### config.mk
export PLATFORM = sky130hd
export DESIGN_NAME = ebp_pattern_core
export DESIGN_NICKNAME = d
export VERILOG_FILES = /design/src/hw/ebp_pkg.sv /design/src/hw/ebp_pattern_core.sv
export SDC_FILE = /design/constraint.sdc
export NUM_CORES = 1
export LEC_CHECK = 0
export BUFFER_PORTS_ARGS = -buffer_cell sky130_fd_sc_hd__buf_2
export CORE_AREA = 2 2 61 63
export DETAILED_ROUTE_END_ITERATION = 8
export DIE_AREA = 0 0 63 65
export PLACE_DENSITY_LB_ADDON = 0.1
export SLEW_MARGIN = 20
export SYNTH_ARGS = -nofsm -noshare
export SYNTH_HDL_FRONTEND = slang
export SYNTH_SLANG_ARGS = --single-unit
### constraint.sdc
create_clock -name sys_clk -period 3.6 [get_ports sys_clk]
set_input_delay 0.54 -clock sys_clk [delete_from_list [all_inputs] [get_ports sys_clk]]
set_output_delay 0.54 -clock sys_clk [all_outputs]
set_load 0.02 [all_outputs]
### src/hw/ebp_pkg.sv
package ebp_pkg;
    localparam int unsigned SYS_CLK_HZ = 50_000_000;
    localparam int unsigned E1_BIT_HZ = 2_048_000;
    localparam int unsigned BIT_DIV = SYS_CLK_HZ / E1_BIT_HZ;

    localparam int unsigned ADR_W = 8;
    localparam logic [7:0] REG_CTRL = 8'h00;
    localparam logic [7:0] REG_IRQ_STS = 8'h04;
    localparam logic [7:0] REG_IRQ_MSK = 8'h08;
    localparam logic [7:0] REG_ERR_CNT = 8'h0c;

    localparam int unsigned CTL_TYPE = 7;
    localparam int unsigned CTL_INJ = 6;
    localparam int unsigned CTL_INV = 5;
    localparam int unsigned CTL_LOCK = 4;
    localparam int unsigned CTL_CHK = 3;
    localparam int unsigned CTL_GEN = 2;
    localparam logic [7:0] CTL_RW_MASK = 8'hec;
    localparam logic [7:0] CTL_RST = 8'h00;

    localparam int unsigned EV_LOCK = 0;
    localparam int unsigned EV_LOSS = 1;
    localparam int unsigned EV_ERR = 2;
    localparam int unsigned EV_W = 3;
    localparam logic [EV_W-1:0] IRQ_RST = 3'h0;
    localparam int unsigned ERR_CNT_W = 16;

    localparam int unsigned LOCK_MATCH = 32;
    localparam int unsigned LOSS_WIN = 64;
    localparam int unsigned LOSS_ERRS = 6;

    localparam int unsigned LFSR_W = 20;
    localparam int unsigned PRBS15_TAP_A = 14;
    localparam int unsigned PRBS15_TAP_B = 13;
    localparam int unsigned QRTS_TAP_A = 19;
    localparam int unsigned QRTS_TAP_B = 16;
    localparam int unsigned QRTS_ZRUN = 14;
    localparam logic PAT_PRBS15 = 1'b0;
    localparam logic PAT_QRTS = 1'b1;

    typedef enum logic [1:0] {
        CHK_OFF,
        CHK_HUNT,
        CHK_LOCKED
    } ebp_chk_e;
endpackage

### src/hw/ebp_pattern_core.sv
module ebp_pattern_core (
    input wire logic sys_clk,
    input wire logic sys_rst,
    input wire logic run,
    input wire logic step,
    input wire logic mode,
    input wire logic load,
    input wire logic load_bit,
    output logic out_bit
);
    import ebp_pkg::*;

    logic [LFSR_W-1:0] st_ff;
    logic [LFSR_W-1:0] nxt_st;
    logic fb;
    logic stuck;

    always_comb begin
        if (mode == PAT_QRTS) begin
            fb = st_ff[QRTS_TAP_A] ^ st_ff[QRTS_TAP_B];
            stuck = (st_ff == '0);
        end else begin
            fb = st_ff[PRBS15_TAP_A] ^ st_ff[PRBS15_TAP_B];
            stuck = (st_ff[PRBS15_TAP_A:0] == '0);
        end
        // an all-zero register would never leave zero
        if (stuck) begin
            fb = 1'b1;
        end
        out_bit = fb;
        // quasi-random signal bounds runs of zeros
        if (mode == PAT_QRTS && st_ff[QRTS_ZRUN-1:0] == '0) begin
            out_bit = 1'b1;
        end
        nxt_st = st_ff;
        if (!run) begin
            nxt_st = '0;
        end else if (step) begin
            nxt_st = {st_ff[LFSR_W-2:0], load ? load_bit : fb};
        end
    end

    always_ff @(posedge sys_clk or posedge sys_rst) begin
        if (sys_rst) begin
            st_ff <= '0;
        end else begin
            st_ff <= nxt_st;
        end
    end
endmodule

==> flow_metrics.env <==
export IMPL_finalSetupViolCount=0
export IMPL_cp_max_fo=5
export IMPL_final_common_cell="dfrtp_1"
export IMPL_yosysSeqAreaShare_pct=50.6
export IMPL_gp_congestion=0.716
export IMPL_grt_overflow_total=0
export IMPL_cp_data_arrival_time_ns=1.56
export IMPL_clock_path_buffers=2
export IMPL_finalSetupTns_ns=0
export IMPL_max_cap_violations=0
export IMPL_syn_area_um2=990
export IMPL_cts_resized=0
export IMPL_drv_slew=0
export IMPL_p_leak_nw=0.515
export IMPL_placed_area_um2=1060
export IMPL_critPathMaxStageDelay_ns=0.44
export IMPL_fin_ws_ns=1.50
export IMPL_clock_latency_ns=0.30
export IMPL_clock_root_buffer="clkbuf_4"
export IMPL_rows=22
export IMPL_cts_hold_buf=0
export IMPL_dr_total_vias=622
export IMPL_fillers=366
export IMPL_numCtsBuffers=3
export IMPL_critPathRequiredTime_ns=3.06
export IMPL_route_detailed_wl_per_inst_um=13.2
export IMPL_final_period_utilization_pct=58.4
export IMPL_largest_reg_flops=20
export IMPL_synth_cells=87
export IMPL_endpoint_kind="output port"
export IMPL_ys_ff_latch=20
export IMPL_ant_nets=0
export IMPL_grt_max_degree=23
export IMPL_vias_per_cell=4.44
export IMPL_numClockSinks=20
export IMPL_multiInputGateArea_um2=463
export IMPL_drc_errors=0
export IMPL_tritoncts="yes"
export IMPL_grt_use_total_pct=10.5
export IMPL_nets=101
export IMPL_outcome="finished clean"
export IMPL_fmax_mhz=476
export IMPL_worstSetupPathType="register to output port"
export IMPL_drt_initial_drc_count=6
export IMPL_syn_nets=94
export IMPL_drt_pass1_iterations=4
export IMPL_die_width_um=63
export IMPL_core_area_um2=3500
export IMPL_hold_viol=0
export IMPL_cts_clk_slew_worst_paths_ns=0.11
export IMPL_first_global_vias=652
export IMPL_rsz0062_at_grt="false"
export IMPL_portBuffers=7
export IMPL_cp_slowest_cell="dfrtp_1"
export IMPL_h_tree_depth=1
export IMPL_yosysWarnings=0
export IMPL_path_cells="nor4_1 > nand4_1 > a21oi_1 > buf_2"
export IMPL_syn_to_final_growth_pct=9.61
export IMPL_grt_first_pass_wirelength_um=3250
export IMPL_antenna_cells=0
export IMPL_dieArea_um2=4100
export IMPL_drive_above_1_share_pct=14.1
export IMPL_routed_wl_um=1850
export IMPL_finClkSkew_ns=0.00436
export IMPL_slew_headroom_pct=47.7
export IMPL_peakVddDrop_mv=0.0804
export IMPL_largest_register="st_ff"
export IMPL_final_area_um2=1080
export IMPL_hpwl_um=1240
export IMPL_start_util_pct=28.3
export IMPL_final_cell_mix="dfrtp_1, mux2i_1, nor2b_1"
export IMPL_min_path_type="input pin to async pin"
export IMPL_die_h_um=65
export IMPL_io_pins=8
export IMPL_cp_start_kind="register"
export IMPL_antenna_found_initial=0
export IMPL_dp_slack_ns=1.83
export IMPL_post_cts_buffers=0
export IMPL_synth_cell_types=23
export IMPL_period_needed_ns=2.10
export IMPL_fin_util_pct=31.0
export IMPL_placed_cells=137
export IMPL_worst_slew_pin_slew_ns=0.783
export IMPL_syn_area_per_cell_um2=11.4
export IMPL_power_density_nw_per_um2=345
export IMPL_reg_top3="st_ff: 20 flops"
export IMPL_register_area_um2=500
export IMPL_fin_cells=140
worst max-delay path: cells and delay by family, from the launching register on:
family	cells	cell delay [ns]
compound gates	1	0.14
flops	1	0.44
buf+inv	1	0.17
simple gates	2	0.50
final timing paths:
| kind | from | end | slack (ns) | depth (start not counted) |
|---|---|---|---|---|
| hold reg to reg | st_ff[12]$_DFFE_PP0P_ | st_ff[13]$_DFFE_PP0P_ | 0.59 | 2 |
| setup / recovery | st_ff[13]$_DFFE_PP0P_ | out_bit | 1.50 | 4 |
| setup reg to reg | st_ff[13]$_DFFE_PP0P_ | st_ff[0]$_DFFE_PP0P_ | 2.14 | 4 |
| min in group sys_clk | load | st_ff[0]$_DFFE_PP0P_ | 0.53 | 3 |
| max in group asynchronous | sys_rst | st_ff[9]$_DFFE_PP0P_ | 2.75 | 2 |
| hold / removal | sys_rst | st_ff[13]$_DFFE_PP0P_ | 0.36 | 2 |
power by group:
part | total [W] | switching [W] | internal, W
clock network | 0.000108 | 0.0000689 | 0.0000390
registers | 0.000228 | 0.00000186 | 0.000226
logic | 0.0000376 | 0.0000217 | 0.0000159
layer usage:
layer	global-route usage (%)	vias to the layer above	share of wire, %
met4	5.83	0	1.1
li1	-	305	-
met3	1.74	2	1.8
met1	13.8	312	49
met5	0	-	0
met2	16.4	3	48
final cells by class:
cell class / instances / area share, %
Timing Repair Buffer: 7 / 3.23
Sequential cell: 20 / 46.1
Inverter: 1 / 0.346
Multi-Input combinational cell: 61 / 42.7
Clock buffer: 3 / 2.08
Tap cell: 48 / 5.54
synthesized netlist by cell type:
cell | instances | share of area, %
inv_1 | 1 | 0.38
o211ai_1 | 1 | 0.76
nor4_1 | 1 | 0.63
mux2i_1 | 19 | 19
nor4_4 | 1 | 2.1
a21o_1 | 1 | 0.76
a211oi_1 | 1 | 0.76
nand4_1 | 1 | 0.63
xnor2_1 | 1 | 0.89
nand2_1 | 4 | 1.5
clkbuf_1 | 2 | 0.76
nor2_1 | 4 | 1.5
nor3_1 | 1 | 0.51
a21oi_1 | 1 | 0.51
a21oi_2 | 1 | 0.89
or2_1 | 1 | 0.63
nand3b_1 | 1 | 0.76
nor4_2 | 1 | 1.3
a211o_1 | 1 | 0.89
buf_2 | 3 | 1.5
nor2b_1 | 19 | 12
dfrtp_1 | 20 | 51
o21ai_0 | 1 | 0.51
cells by family after synthesis:
family | after synthesis | synth area share (%)
and+or+nand+nor | 34 | 21.6
buffers and inverters | 6 | 2.65
DFF | 20 | 50.6
muxes | 19 | 19.2
AOI/OAI and AO/OA | 7 | 5.06
xor gates and xnor gates | 1 | 0.885
stage by stage:
stage / hold WS, ns / total power, W
after global placement: 0.562 / 0.000271
after detailed placement: 0.568 / 0.000271
after global routing: 0.435 / 0.000393
final: 0.365 / 0.000374
after CTS: 0.387 / 0.000380
after floorplan: 0.504 / 0.000261
Power figures use the tool's default switching activity.
